`src/common/break_pkg.sv`:
```
/*
 * Shared constants for the emulator break logic: APB register offsets,
 * field positions, reset values, cause codes and the wait limit.
 * Assumes a 32-bit APB with byte addresses and word-aligned registers.
 */
package break_pkg;

	// ------------------------------------------------------------
	// Register offsets (byte addresses)
	// ------------------------------------------------------------
	localparam logic [7:0] CTRL_OFS   = 8'h00;
	localparam logic [7:0] PASS_OFS   = 8'h04;
	localparam logic [7:0] STATUS_OFS = 8'h08;
	localparam logic [7:0] MASK_OFS   = 8'h0C;
	localparam logic [7:0] CAUSE_OFS  = 8'h10;

	// ------------------------------------------------------------
	// Control register fields
	// ------------------------------------------------------------
	localparam int CTRL_EV_BIT     = 0;
	localparam int CTRL_WP_BIT     = 1;
	localparam int CTRL_TO_BIT     = 2;
	localparam int CTRL_RESUME_BIT = 3;
	localparam int CTRL_HALT_BIT   = 8;

	// ------------------------------------------------------------
	// Status and mask fields, one sticky bit per event
	// ------------------------------------------------------------
	localparam int ST_EV_BIT   = 0;
	localparam int ST_WP_BIT   = 1;
	localparam int ST_TO_BIT   = 2;
	localparam int ST_SUPP_BIT = 3;
	localparam int ST_WIDTH    = 4;

	// ------------------------------------------------------------
	// Reset values
	// ------------------------------------------------------------
	localparam logic        EV_EN_RST = 1'b0;
	localparam logic        WP_EN_RST = 1'b1;
	localparam logic        TO_EN_RST = 1'b1;
	localparam logic [15:0] PASS_RST  = 16'h0001;
	localparam logic [3:0]  MASK_RST  = 4'h0;

	// ------------------------------------------------------------
	// Cause codes and timing
	// ------------------------------------------------------------
	localparam logic [1:0] CAUSE_NONE    = 2'h0;
	localparam logic [1:0] CAUSE_EVENT   = 2'h1;
	localparam logic [1:0] CAUSE_WPROT   = 2'h2;
	localparam logic [1:0] CAUSE_TIMEOUT = 2'h3;
	localparam int         WAIT_LIMIT    = 128;

	typedef enum logic [1:0] {
		ST_RUN  = 2'b01,
		ST_HALT = 2'b10
	} run_state_e;

endpackage

```
`src/common/wait_watch_if.sv`:
```
/*
 * Carrier between the break controller and its wait watchdog.
 * Assumes both ends run on the same clock.
 */
`timescale 1ns/1ps
`default_nettype none
interface wait_watch_if;
	logic enable;   // Timeout break enabled.
	logic wait_on;  // Synchronised target wait, high while waiting.
	logic fire;     // One-cycle pulse: wait held too long.

	modport owner   (output enable, output wait_on, input fire);
	modport watcher (input enable, input wait_on, output fire);
endinterface
`default_nettype wire

```
`src/design/break_ctrl.sv`:
```
/*
 * Break controller of the emulator: event, write-protect and timeout
 * breaks, the host register file on APB and the break interrupt.
 * Assumes the event trigger and protection flag come from logic on pclk,
 * and that the target wait pin is asynchronous to pclk.
 */
// Design decisions made here: the register offsets and the APB slave port.
`timescale 1ns/1ps
`default_nettype none
module break_ctrl #(
	parameter int ADDR_W = 16
) (
	// Clock and reset
	input  wire logic              pclk,
	input  wire logic              presetn,
	// APB slave
	input  wire logic              psel,
	input  wire logic              penable,
	input  wire logic              pwrite,
	input  wire logic [7:0]        paddr,
	input  wire logic [31:0]       pwdata,
	output logic      [31:0]       prdata,
	output logic                   pready,
	output logic                   pslverr,
	// Emulated processor bus
	input  wire logic              event_trigger,
	input  wire logic              cpu_wr,
	input  wire logic [ADDR_W-1:0] cpu_addr,
	input  wire logic              addr_protected,
	// Target system
	input  wire logic              target_wait_n,
	output logic                   target_wr,
	output logic [ADDR_W-1:0]      target_addr,
	// Break and interrupt
	output logic                   cpu_halt,
	output logic                   irq
);
	// ------------------------------------------------------------
	// State
	// ------------------------------------------------------------
	typedef struct packed {
		break_pkg::run_state_e state;
		logic                  ev_en;
		logic                  wp_en;
		logic                  to_en;
		logic [15:0]           pass;
		logic [15:0]           remain;
		logic [3:0]            sticky;
		logic [3:0]            mask;
		logic [1:0]            cause;
		logic [31:0]           rdata;
		logic                  slverr;
		logic [1:0]            wait_sync;
	} ctrl_s;

	ctrl_s r;
	ctrl_s next_r;

	wait_watch_if ww ();

	logic        wr_acc;
	logic        rd_setup;
	logic        wp_hit;
	logic        ev_hit;
	logic        ev_break;
	logic        wp_break;
	logic        to_break;
	logic        running;
	logic [31:0] rd_val;
	logic        rd_ok;

	// ------------------------------------------------------------
	// Watchdog
	// ------------------------------------------------------------
	wait_watch #(
		.LIMIT (break_pkg::WAIT_LIMIT)
	) u_watch (
		.pclk    (pclk),
		.presetn (presetn),
		.ww      (ww.watcher)
	);

	// Wait pin is active low; only the second sync stage is read.
	assign ww.enable  = r.to_en;
	assign ww.wait_on = ~r.wait_sync[1];

	// ------------------------------------------------------------
	// Bus and break conditions
	// ------------------------------------------------------------
	// Zero wait states: every access completes in its first access cycle.
	assign pready   = 1'b1;
	assign wr_acc   = psel & penable & pwrite;
	assign rd_setup = psel & ~penable;
	assign running  = (r.state == break_pkg::ST_RUN);

	assign wp_hit      = cpu_wr & addr_protected;
	assign target_wr   = cpu_wr & ~addr_protected;
	assign target_addr = cpu_addr;

	assign ev_hit = event_trigger & r.ev_en & running;
	assign ev_break = ev_hit & (r.remain <= 16'h0001);
	assign wp_break = wp_hit & r.wp_en & running;
	assign to_break = ww.fire & running;

	// ------------------------------------------------------------
	// Read mux
	// ------------------------------------------------------------
	// Read data is built in the setup cycle and held in a flop so that it
	// is stable across the whole access phase.
	always_comb begin
		rd_val = 32'h0000_0000;
		rd_ok  = 1'b1;
		unique case (paddr)
			break_pkg::CTRL_OFS: begin
				rd_val[break_pkg::CTRL_EV_BIT]   = r.ev_en;
				rd_val[break_pkg::CTRL_WP_BIT]   = r.wp_en;
				rd_val[break_pkg::CTRL_TO_BIT]   = r.to_en;
				rd_val[break_pkg::CTRL_HALT_BIT] = ~running;
			end
			break_pkg::PASS_OFS: begin
				rd_val[15:0] = r.pass;
			end
			break_pkg::STATUS_OFS: begin
				rd_val[break_pkg::ST_WIDTH-1:0] = r.sticky;
			end
			break_pkg::MASK_OFS: begin
				rd_val[break_pkg::ST_WIDTH-1:0] = r.mask;
			end
			break_pkg::CAUSE_OFS: begin
				rd_val[1:0]   = r.cause;
				rd_val[31:16] = r.remain;
			end
			default: begin
				rd_ok = 1'b0;
			end
		endcase
	end

	// ------------------------------------------------------------
	// Next state
	// ------------------------------------------------------------
	always_comb begin
		next_r = r;
		next_r.wait_sync = {r.wait_sync[0], target_wait_n};

		// Register read capture and error flag for unmapped offsets.
		if (rd_setup) begin
			next_r.rdata  = rd_ok ? rd_val : 32'h0000_0000;
			next_r.slverr = ~rd_ok;
		end

		// Host writes; the resume bit only releases a halt.
		if (wr_acc) begin
			unique case (paddr)
				break_pkg::CTRL_OFS: begin
					next_r.ev_en = pwdata[break_pkg::CTRL_EV_BIT];
					next_r.wp_en = pwdata[break_pkg::CTRL_WP_BIT];
					next_r.to_en = pwdata[break_pkg::CTRL_TO_BIT];
					if (pwdata[break_pkg::CTRL_RESUME_BIT]) begin
						next_r.state = break_pkg::ST_RUN;
					end
				end
				break_pkg::PASS_OFS: begin
					if (pwdata[15:0] != 16'h0000) begin
						next_r.pass = pwdata[15:0];
						next_r.remain = pwdata[15:0];
					end
				end
				break_pkg::STATUS_OFS: begin
					next_r.sticky = r.sticky & ~pwdata[break_pkg::ST_WIDTH-1:0];
				end
				break_pkg::MASK_OFS: begin
					next_r.mask = pwdata[break_pkg::ST_WIDTH-1:0];
				end
				default: begin
				end
			endcase
		end

		if (ev_hit && !ev_break) begin
			next_r.remain = r.remain - 16'h0001;
		end

		// Event flags are applied after the clear so that a new event wins
		// over a host clear in the same cycle.
		if (ev_break) begin
			next_r.sticky[break_pkg::ST_EV_BIT] = 1'b1;
		end
		if (wp_break) begin
			next_r.sticky[break_pkg::ST_WP_BIT] = 1'b1;
		end
		if (to_break) begin
			next_r.sticky[break_pkg::ST_TO_BIT] = 1'b1;
		end
		if (wp_hit) begin
			next_r.sticky[break_pkg::ST_SUPP_BIT] = 1'b1;
		end

		// Any break halts; the halt also beats a resume in the same cycle.
		if (ev_break || wp_break || to_break) begin
			next_r.state = break_pkg::ST_HALT;
			next_r.remain = r.pass;
			if (wp_break) begin
				next_r.cause = break_pkg::CAUSE_WPROT;
			end else if (to_break) begin
				next_r.cause = break_pkg::CAUSE_TIMEOUT;
			end else begin
				next_r.cause = break_pkg::CAUSE_EVENT;
			end
		end
	end

	// ------------------------------------------------------------
	// State register
	// ------------------------------------------------------------
	always_ff @(posedge pclk or negedge presetn) begin
		if (!presetn) begin
			r.state     <= break_pkg::ST_RUN;
			r.ev_en     <= break_pkg::EV_EN_RST;
			r.wp_en     <= break_pkg::WP_EN_RST;
			r.to_en     <= break_pkg::TO_EN_RST;
			r.pass      <= break_pkg::PASS_RST;
			r.remain    <= break_pkg::PASS_RST;
			r.sticky    <= 4'h0;
			r.mask      <= break_pkg::MASK_RST;
			r.cause     <= break_pkg::CAUSE_NONE;
			r.rdata     <= 32'h0000_0000;
			r.slverr    <= 1'b0;
			r.wait_sync <= 2'h3;
		end else begin
			r <= next_r;
		end
	end

	// ------------------------------------------------------------
	// Outputs
	// ------------------------------------------------------------
	// A write to an unmapped offset also answers with an error.
	assign prdata   = r.rdata;
	assign pslverr  = psel & penable & (pwrite ? ~rd_ok : r.slverr);
	assign cpu_halt = ~running;
	assign irq      = |(r.sticky & r.mask);
endmodule
`default_nettype wire

```
`src/design/wait_watch.sv`:
```
/*
 * Wait watchdog: counts consecutive cycles of target wait and pulses
 * once when the wait outlasts the limit.
 * Assumes the wait level is already synchronised to pclk.
 */
`timescale 1ns/1ps
`default_nettype none
module wait_watch #(
	parameter int LIMIT = break_pkg::WAIT_LIMIT
) (
	// Clock and reset
	input  wire logic         pclk,
	input  wire logic         presetn,
	// Controller side
	wait_watch_if.watcher     ww
);
	typedef struct packed {
		logic [8:0] count;
		logic       fire;
	} watch_s;

	localparam logic [8:0] LIM = 9'(LIMIT);

	watch_s r;
	watch_s next_r;

	// Count only whole runs of wait; any gap or a disable restarts.
	always_comb begin
		next_r = r;
		next_r.fire = 1'b0;
		if (!ww.enable || !ww.wait_on) begin
			next_r.count = 9'h000;
		end else if (r.count != LIM + 9'h001) begin
			next_r.count = r.count + 9'h001;
			next_r.fire = (r.count == LIM);
		end
	end

	// State register; the count saturates so a stuck wait fires once.
	always_ff @(posedge pclk or negedge presetn) begin
		if (!presetn) begin
			r <= '0;
		end else begin
			r <= next_r;
		end
	end

	assign ww.fire = r.fire;
endmodule
`default_nettype wire

```
`config.mk`:
```
export PLATFORM = sky130hd
export DESIGN_NAME = break_ctrl
export DESIGN_NICKNAME = d
export VERILOG_FILES = /design/src/common/break_pkg.sv /design/src/common/wait_watch_if.sv /design/src/design/break_ctrl.sv /design/src/design/wait_watch.sv
export SDC_FILE = /design/constraint.sdc
export NUM_CORES = 1
export LEC_CHECK = 0
export BUFFER_PORTS_ARGS = -buffer_cell sky130_fd_sc_hd__buf_2
export CAP_MARGIN = 40
export CORE_MARGIN = 2
export CORE_UTILIZATION = 60
export CTS_BUF_LIST = sky130_fd_sc_hd__clkbuf_4 sky130_fd_sc_hd__clkbuf_8
export DETAILED_ROUTE_END_ITERATION = 8
export GPL_ROUTABILITY_DRIVEN = 0
export HOLD_SLACK_MARGIN = 0.15
export MAX_ROUTING_LAYER = met4
export PLACE_DENSITY = 0.88
export SYNTH_ARGS = -nofsm -noshare
export SYNTH_HDL_FRONTEND = slang
export SYNTH_HIERARCHICAL = 1
export SYNTH_SLANG_ARGS = --single-unit
```
`constraint.sdc`:
```
create_clock -name pclk -period 5.2 [get_ports pclk]
set_input_delay 1.3 -clock pclk [delete_from_list [all_inputs] [get_ports pclk]]
set_output_delay 1.3 -clock pclk [all_outputs]
set_load 0.1 [all_outputs]
```
==> results.md, run 1 <==
* Outcome: complete, no violations
* Critical path type: primary input to primary output
* Dominant cell by count in the synthesized netlist: nand2_1
* Hold WC Path Type: flop to flop
* Clock root buffer: clkbuf_8
* Slowest cell on the critical path: buf_2
* CTS sink count at 92
* Total track usage at between 20% and 30%
* Num CTS Buffers at 9
* First-pass GRT wire length at 18.3 mm
* Worst endpoint required time at 3.90 ns
* CTS clk-pin slew, worst paths at ~0.090 ns
* CP peak stage delay at 0.43 ns
* Flop pwr share at a little over half
* Top-area cell type share of the netlist area at between 40% and 50%
* Die H at 96.0 um
* Clock power frac at about two fifths
* CTS resizes at 0
* Initial antenna violation count at 0
* CTS Buffer Depth at 2
* Arrival @ worst endpoint at approximately 2.7 ns
* Hold_buf cts at 0
* Final core occ at roughly 65%
* Ranking of synthesized cells by area: dfrtp_1, buf_4, nand2_1
* Non-filler cells, final at 650
* Sum Neg Setup Slack at 0 ns
* Worst slew margin at between 40 and 50%
* Post-Route WL at approximately 11 mm
* DRT Pass-1 Iters at 6
* Setup crit end kind: primary output
* Endpoints failing setup at 0
* Area of the multi-input gates at approximately 2200 um^2
* Placed Cells at approximately 630
* Via/cell ratio at between 6 and 7
* Post-synthesis instance total at 533
* Final min period at 4.03 ns
* N_diodes at 0
* # fillers at between 600 and 700
* FMAX at approximately 250 MHz
* Area post-placement at 5080 um^2
* Pin count of the biggest net entering global routing at approximately 60
* Initial Utilization at 61.8%
* Cell Int Power at 1.04 mW
* Syn Nets at around 600
* EDFF count, synth at 0
* Pwr dens at between 200 and 300 nW/um^2
* Comb pwr share at 7.2%
* Worst Max-Slew Pin Slew at just under 0.9 ns
* Crit-path leading delay family: buffers and inverters
* Net Sw Frac at about a quarter
* Fin. max-slew vios at 0
* Cell area after synthesis at approximately 5000 um^2
* CP startpoint kind: primary input
* Max Cap Viol at 0
* Crit Path Max Fanout at 20
* DIE WIDTH at about 96 um
* Unique cell type count in the Yosys netlist at 61
* CTS tree: built
* Number of remaining DRC errors at 0
* Final Cycle Share at roughly 78%
* Post-Syn Area per Cell at ~9.5 um^2
* Port Buffers at between 60 and 70
* P_leak at approximately 2.5 nW
* Postcts setup bufs at 0
* Area Overhead vs Synth at 4.46%
* Area leader, netlist: dfrtp_1
* Grt total ovfl at 0
* Async SR Flop Fraction at 100%
* WHS at approximately 0.36 ns
* Post-synth top cells: nand2_1, dfrtp_1, buf_4
* Initial DRC count at around 420
* Post-DR wirelength/cell at between 15 and 20 um
* Top FF cell, synth: dfrtp_1
* Final Cell Area at approximately 5300 um^2
* Worst IR drop on VDD at ~0.15 mV
* Final nets at a little over 600
* Via Count at around 4000
* Synth warn at 6
* Flops & latches, synth at just over 90
* Worst skew pair latency at 0.36 ns
* Sequential fraction of the synthesis area at 45.5%
* HPWL Detailed at about 8.0 mm
* Worst path bufs/invs at 3
* Vias in the first global route at between 3000 and 4000
* Final ANT Viol Nets at 0
* RSZ-0062 raised after global routing: false
* Fin. Hold Viols at 0
* Rows at 33
* Critical path, cell by cell: buf_2 > nor2_1 > nand2_1 > nor2_1 > buf_4 > nand3b_1 > a21oi_1 > buf_2
* Top Ports at approximately 120
* Sequential Area at about 2300 um^2
* Psw at 0.330 mW
* Core ar. at roughly 8200 um^2
* Layout cell share with drive strength beyond 1 at 25.1%
* Die area at a little over 9000 um^2
* H-Tree Level Count at 3
* Worst Skew at about 0.0073 ns
-- kinds of logic (layout without fill, tap and decap cells) --
group                    Yosys count  count (layout)  synth area share [%]
other                              1               1                0.0739
multiplexers                      27              27                  5.94
adder cells (fa/ha/maj)            5               5                  1.23
flip-flops                        92              92                  45.5
XOR/XNOR                          14              14                  2.42
buffers and inverters             84              96                  11.1
AO/OA/AOI/OAI                    120             120                  15.2
AND/OR/NAND/NOR                  190             190                  18.5
-- path summary, 6_finish.rpt --
path                            from      endpoint  slack, ns  cells past startpoint
setup / recovery            paddr[3]       pslverr       1.17                      8
hold / removal             next_r[1]          r[1]       0.36                      0
setup reg to reg               r[80]         r[54]       2.51                      6
hold reg to reg            next_r[1]          r[1]       0.36                      0
max in group asynchronous    presetn         r[45]       3.60                      2
min in group asynchronous    presetn  u_watch/r[3]       0.91                      1
-- cell usage in the layout, fill, tap and decap left out, types with 3 or more instances in the layout --
cell	count
a211oi_1	3
mux2_2	25
nand4_1	5
nor3_1	12
nand3_1	7
clkbuf_8	10
dfrtp_1	85
a221o_1	3
dfstp_2	7
ha_1	5
inv_1	9
a311oi_1	5
a21oi_1	30
o21ai_0	36
a211o_1	5
or3_1	8
xnor2_1	6
xor2_1	8
nor2_1	31
a22o_1	5
a21oi_2	6
o21ai_1	7
and3_1	4
nor2b_1	3
nand2_1	89
o31ai_1	3
buf_2	67
nor4_1	5
nor3_2	3
nand2b_1	5
-- sequential cells by signal (all words and copies together), names as in the netlist --
signal           count
prdata              32
next_r               1
u_watch/ww.fire      1
u_watch/r            9
r                   48
ww.enable            1
-- power by group through the flow --
stage                     clock network, mW  logic [mW]  registers (mW)
after floorplan                           0       0.112           0.744
after global placement                    0      0.0906           0.747
after detailed placement                  0      0.0985           0.747
after CTS                             0.544      0.0989           0.733
after global routing                  0.569       0.109           0.735
final                                 0.537      0.0985           0.734
-- stage by stage --
stage / worst slack [ns] / power (mW)
4_1_cts: 1.18 / 1.38
5_1_grt: 1.04 / 1.41
3_3_place_gp: 1.23 / 0.837
6_report: 1.17 / 1.37
2_1_floorplan: 0.322 / 0.856
3_5_place_dp: 1.20 / 0.846
-- metal layers --
layer / track usage, % / share of wire (%) / vias to the layer above
li1: - / - / 1835
met1: 35.3 / 43 / 1896
met2: 41.3 / 46 / 201
met3: 5.72 / 8.0 / 42
met4: 8.81 / 2.4 / 0
met5: - / 0 / -
-- area by class of cell --
cell class	count	share of cell area, %
clock buffer	10	2.60
clock inverter	6	1.63
multi-input combinational	357	41.6
timing repair buffer	71	7.51
inverter	9	0.637
sequential	92	43.6
tap	105	2.48
Note: power is estimated with default switching activity, not from simulation.
==> run 2: changes to the inputs <==
Settings changed: ABC_AREA set to 1, CORE_UTILIZATION 60 to 57, PLACE_DENSITY 0.88 to 0.83.
Clock period 5.2 ns to 4.1 ns, I/O delays scaled along.
==> results.md, run 2 <==
* Outcome: complete, no violations
* P_leak at about 3.0 nW
* Fin. max-slew vios at 0
* Max Cap Viol at 0
* Rows at 35
* Grt total ovfl at 0
* Fin. Hold Viols at 0
* CTS clk-pin slew, worst paths at roughly 0.080 ns
* DRT Pass-1 Iters at 6
* Synth warn at 6
* Max reg flops at 48
* Net Sw Frac at between 20% and 30%
* EDFF count, synth at 0
* Clock power frac at 33.8%
* Number of remaining DRC errors at 0
* Hold_buf cts at 0
* Biggest register: r
* CTS tree: built
* Min-delay src: next_r[1]
* Flop pwr share at 55.4%
* Final min period at roughly 3.3 ns
* N_diodes at 0
* Vias in the first global route at approximately 4500
* Flops & latches, synth at between 90 and 100
* CTS Buffer Depth at 2
* Crit Path Max Fanout at 6
* Initial antenna violation count at 0
* Async SR Flop Fraction at between 90% and 100%
* Worst slew margin at between 40% and 50%
* Post-synth top cells: nand2_1, dfrtp_1, nand3_1
* Top FF cell, synth: dfrtp_1
* Post-DR wirelength/cell at 14.1 um
* Commonest non-fill, non-tap cell in the layout: nand2_1
* Sum Neg Setup Slack at 0 ns
* Critical path type: primary input to primary output
* Comb pwr share at between 10% and 20%
* Postcts setup bufs at 0
* RSZ-0062 raised after global routing: false
* WL met3 at 997 um
* Initial DRC count at ~380
* Arrival @ worst endpoint at roughly 2.3 ns
* Via Count at about 4600
* Unique cell type count in the Yosys netlist at 37
* Pin count of the biggest net entering global routing at 49
* Via/cell ratio at 5.45
* WHS at between 0.3 and 0.4 ns
* R2r setup slk at around 2.0 ns
* Worst endpoint required time at between 3 and 4 ns
* Num CTS Buffers at 9
* Met1 WL at between 5 and 6 mm
* FMAX at about 300 MHz
* Port Buffers at 68
* Cell area after synthesis at ~5400 um^2
* Final Cycle Share at between 80% and 90%
* Area leader, netlist: dfrtp_1
* Worst skew pair latency at around 0.36 ns
* Most frequent cells in the layout: nand2_1, dfrtp_1, nand3_1, buf_2, inv_1
* Die area at between 10000 and 15000 um^2
* CTS resizes at 0
* Post-synthesis instance total at slightly above 700
* Post-Route WL at between 10 and 15 mm
* Reg-to-reg critical path startpoint: r[45]
* Final nets at between 800 and 900
* CP Launch Point: paddr[1]
* Initial Utilization at between 50% and 60%
* Post-Syn Area per Cell at roughly 7.5 um^2
* Syn Nets at 783
* DIE WIDTH at 101 um
* CP startpoint kind: primary input
* Dpl ws at between 0.8 and 0.9 ns
* Core ar. at 9200 um^2
* Hold WC Path Type: flop to flop
* Dominant cell by count in the synthesized netlist: nand2_1
* Final ANT Viol Nets at 0
* Ranking of synthesized cells by area: dfrtp_1, nand2_1, buf_4
* Worst Max-Slew Pin Slew at ~0.77 ns
* Endpoints failing setup at 0
* Area Overhead vs Synth at 4.82%
* Setup crit end kind: primary output
* Clock root buffer: clkbuf_8
* Post-route setup slack at slightly above 0.8 ns
* Worst Skew at 0.00849 ns
* WL met2 at between 5 and 6 mm
* Top Ports at ~120
* Placed Cells at ~830
* HPWL Detailed at about 8.6 mm
* Top Metal Used: met4
* Die H at ~100 um
* CTS sink count at between 90 and 100
* First-pass GRT wire length at 20.4 mm
* Cell Int Power at 1.22 mW
* Worst IR drop on VDD at 0.151 mV
* Top-area cell type share of the netlist area at 39.6%
* H-Tree Level Count at 3
* Pwr dens at slightly below 300 nW/um^2
* Sequential fraction of the synthesis area at between 40 and 50%
* Layout cell share with drive strength beyond 1 at roughly a fifth
* Non-filler cells, final at 847
* Psw at about 0.45 mW
* Total track usage at approximately a quarter
## run 2: cell count changes after synthesis, moves of 17 or more
cell,previous run,this run
mux2_2,25,0
a21oi_1,30,8
nand3_1,7,69
inv_1,9,57
nor2_1,31,51
nand2_2,1,18
nand2_1,89,223
o21ai_1,7,31
## run 2: layout make-up
cell class              instances  area (um^2)
repair buffers                 72          408
clock buffers                  13          160
flip-flops and latches         92         2310
fillers                       801         3560
multi-input cells             488         2340
clock inverters                 3         15.0
inverters                      68          263
well taps                     111          139
## run 2: through the flow
step	area (um^2)	utilization (%)	power [mW]
2_1_floorplan	5380	-	1.13
3_3_place_gp	5430	59.0	1.12
3_5_place_dp	5460	59.3	1.13
4_1_cts	5630	61.3	1.68
5_1_grt	5630	61.3	1.74
6_report	5630	61.3	1.68
## run 2: layer usage
metal	vias to the layer above	GRT usage, %
li1	2240	-
met1	2134	33.6
met2	211	39.9
met3	27	5.20
met4	0	8.94
met5	-	-
## run 2: logic make-up after synthesis
kind of cell	count (synthesis)	synth area share, %
flops	92	43.0
compound gates	67	6.45
fa+ha+maj	5	1.16
buf+inv	133	13.6
xor+xnor	7	1.14
other cells	1	0.0698
simple gates	408	34.6
## run 2: power by group through the flow
| stage | clock, mW | sequential, mW | combinational [mW] |
|---|---|---|---|
| final | 0.567 | 0.929 | 0.181 |
| after floorplan | 0 | 0.943 | 0.191 |
| after global routing | 0.613 | 0.930 | 0.201 |
| after CTS | 0.573 | 0.928 | 0.181 |
| after global placement | 0 | 0.946 | 0.171 |
| after detailed placement | 0 | 0.946 | 0.180 |
## run 2: final timing paths
check	end	depth (start not counted)
worst max-delay path	pslverr	10
worst min-delay path	r[1]	0
worst max register to register	r[35]	9
worst min register to register	r[1]	0
max in group asynchronous	r[80]	2
min in group asynchronous	u_watch/r[2]	1
## run 2: critical path, cell delays in order
cell,delay (ns)
buf_2,0.10
nor2_1,0.17
nand3_1,0.10
inv_1,0.14
nand2_1,0.09
inv_1,0.17
nor2_1,0.07
nand3_1,0.13
a21oi_2,0.08
buf_12,0.17
==> run 3: changes to the inputs <==
Clock period 4.1 ns to 3.13 ns, I/O delays scaled along.
==> results.md, run 3 (synthesized netlist as in run 2, its figures left out) <==
* Outcome: complete, no violations
* Top Ports at roughly 120
* Number of remaining DRC errors at 0
* Postcts setup bufs at 0
* Final nets at approximately 800
* Area Overhead vs Synth at 5.68%
* Crit Path Max Fanout at 6
* Net Sw Frac at between 20% and 30%
* Pin count of the biggest net entering global routing at 52
* Max Cap Viol at 0
* Post-Route WL at roughly 12 mm
* Most frequent cells in the layout: nand2_1, dfrtp_1, nand3_1, buf_2, inv_1
* DRT Pass-1 Iters at 8
* Initial Utilization at between 50% and 60%
* Worst IR drop on VDD at 0.274 mV
* Num CTS Buffers at 9
* CTS tree: built
* RSZ-0062 raised after global routing: false
* Pwr dens at 402 nW/um^2
* Initial antenna violation count at 0
* Crit Reg-Reg Endpoint: r[35]
* CP startpoint kind: primary input
* Final min period at between 2 and 3 ns
* Global routing's busiest layer: met2
* Sum Neg Setup Slack at 0 ns
* R2r setup slk at approximately 1.1 ns
* First-pass GRT wire length at about 20 mm
* Worst endpoint required time at between 2 and 2.5 ns
* # fillers at approximately 810
* Min-delay src: next_r[1]
* Endpoints failing setup at 0
* Worst Skew at 0.00902 ns
* Fin. max-slew vios at 0
* Worst skew pair latency at roughly 0.37 ns
* Layout cell share with drive strength beyond 1 at between 20% and 30%
* Die H at 101 um
* Initial DRC count at between 300 and 400
* Fin. Hold Viols at 0
* Area of the multi-input gates at roughly 2300 um^2
* CTS sink count at between 90 and 100
* Psw at 0.613 mW
* Hold_buf cts at 0
* Hold WC Path Type: flop to flop
* Sequential Area at 2310 um^2
* Post-DR wirelength/cell at around 14 um
* Port Buffers at 68
* Worst slew margin at between 50% and 60%
* Via/cell ratio at 5.37
* Total track usage at between 20% and 30%
* Cell Int Power at about 1.7 mW
* M3 GR Usage at 5.20%
* WHS at 0.360 ns
* Sink of the worst hold path: r[1]
* Flop pwr share at between 50% and 60%
* Arrival @ worst endpoint at 2.05 ns
* Worst r2r path cells at 9
* Final ANT Viol Nets at 0
* CTS clk-pin slew, worst paths at 0.09 ns
* Commonest non-fill, non-tap cell in the layout: nand2_1
* Worst Max-Slew Pin Slew at 0.685 ns
* Clock root buffer: clkbuf_8
* P_leak at slightly below 3 nW
* Core ar. at ~9000 um^2
* Biggest register: r
* WHS Path Cells at 0
* HPWL Detailed at about 9 mm
* Clock power frac at 36.4%
* Die area at between 10000 and 15000 um^2
* Final Cycle Share at approximately nine tenths
* H-Tree Level Count at 3
* N_diodes at 0
* Max reg flops at between 40 and 50
* Grt total ovfl at 0
* CTS resizes at 0
* Critical path type: primary input to primary output
* Setup crit end kind: primary output
* FMAX at ~350 MHz
* Vias in the first global route at about 4300
* Reg-to-reg critical path startpoint: r[45]
* DIE WIDTH at approximately 100 um
* Tot Pwr at around 2.3 mW
* M2 GR Usage at 39.9%
* Rows at 35
* CTS Buffer Depth at 2
* Via Count at 4556
* Comb pwr share at between 10% and 20%
* GR Util met1 at between 30% and 40%
==> run 3: layout make-up <==
cell class,instances,share of cell area (%)
tap,111,2.45
clock buffer,11,2.56
inverter,68,4.63
timing repair buffer,74,7.31
sequential,92,40.7
clock inverter,5,1.08
multi-input combinational,488,41.3
==> run 3: metrics by stage <==
step                      setup slack (ns)  cell area [um^2]  std cells  util [%]
final                                0.296              5680        849      61.8
after global routing                 0.135              5680        849      61.8
after CTS                            0.323              5680        849      61.8
after detailed placement             0.327              5470        833      59.5
after global placement               0.387              5470        833      59.5
after floorplan                      0.262              5390        713         -
==> run 3: power groups by stage <==
| stage | Combinational [mW] | Sequential (mW) | Clock [mW] |
|---|---|---|---|
| 6_report | 0.236 | 1.22 | 0.831 |
| 5_1_grt | 0.262 | 1.22 | 0.881 |
| 4_1_cts | 0.237 | 1.22 | 0.840 |
| 3_5_place_dp | 0.236 | 1.24 | 0 |
| 3_3_place_gp | 0.229 | 1.24 | 0 |
| 2_1_floorplan | 0.251 | 1.24 | 0 |
==> run 3: how the worst max path moves through the flow <==
stage | from | end | slack [ns] | cells after the start
6_report | paddr[1] | pslverr | 0.30 | 10
5_1_grt | paddr[1] | pslverr | 0.14 | 10
4_1_cts | paddr[1] | pslverr | 0.32 | 10
3_5_place_dp | paddr[1] | pslverr | 0.33 | 10
3_3_place_gp | paddr[1] | pslverr | 0.39 | 10
2_1_floorplan | paddr[6] | pslverr | 0.26 | 8
==> run 3: metal layers <==
metal / wire length [um] / part of all wire, % / vias up
li1: - / - / 2242
met1: 5090 / 43 / 2101
met2: 5590 / 47 / 186
met3: 903 / 7.6 / 27
met4: 267 / 2.3 / 0
met5: 0 / 0 / -
==> run 3: worst max-delay path, cell delays in order <==
cell	delay, ns
buf_2	0.10
nor2_1	0.17
nand3_1	0.11
inv_1	0.15
nand2_1	0.08
inv_1	0.16
nor2_1	0.07
nand3_1	0.17
a21oi_4	0.08
buf_12	0.17
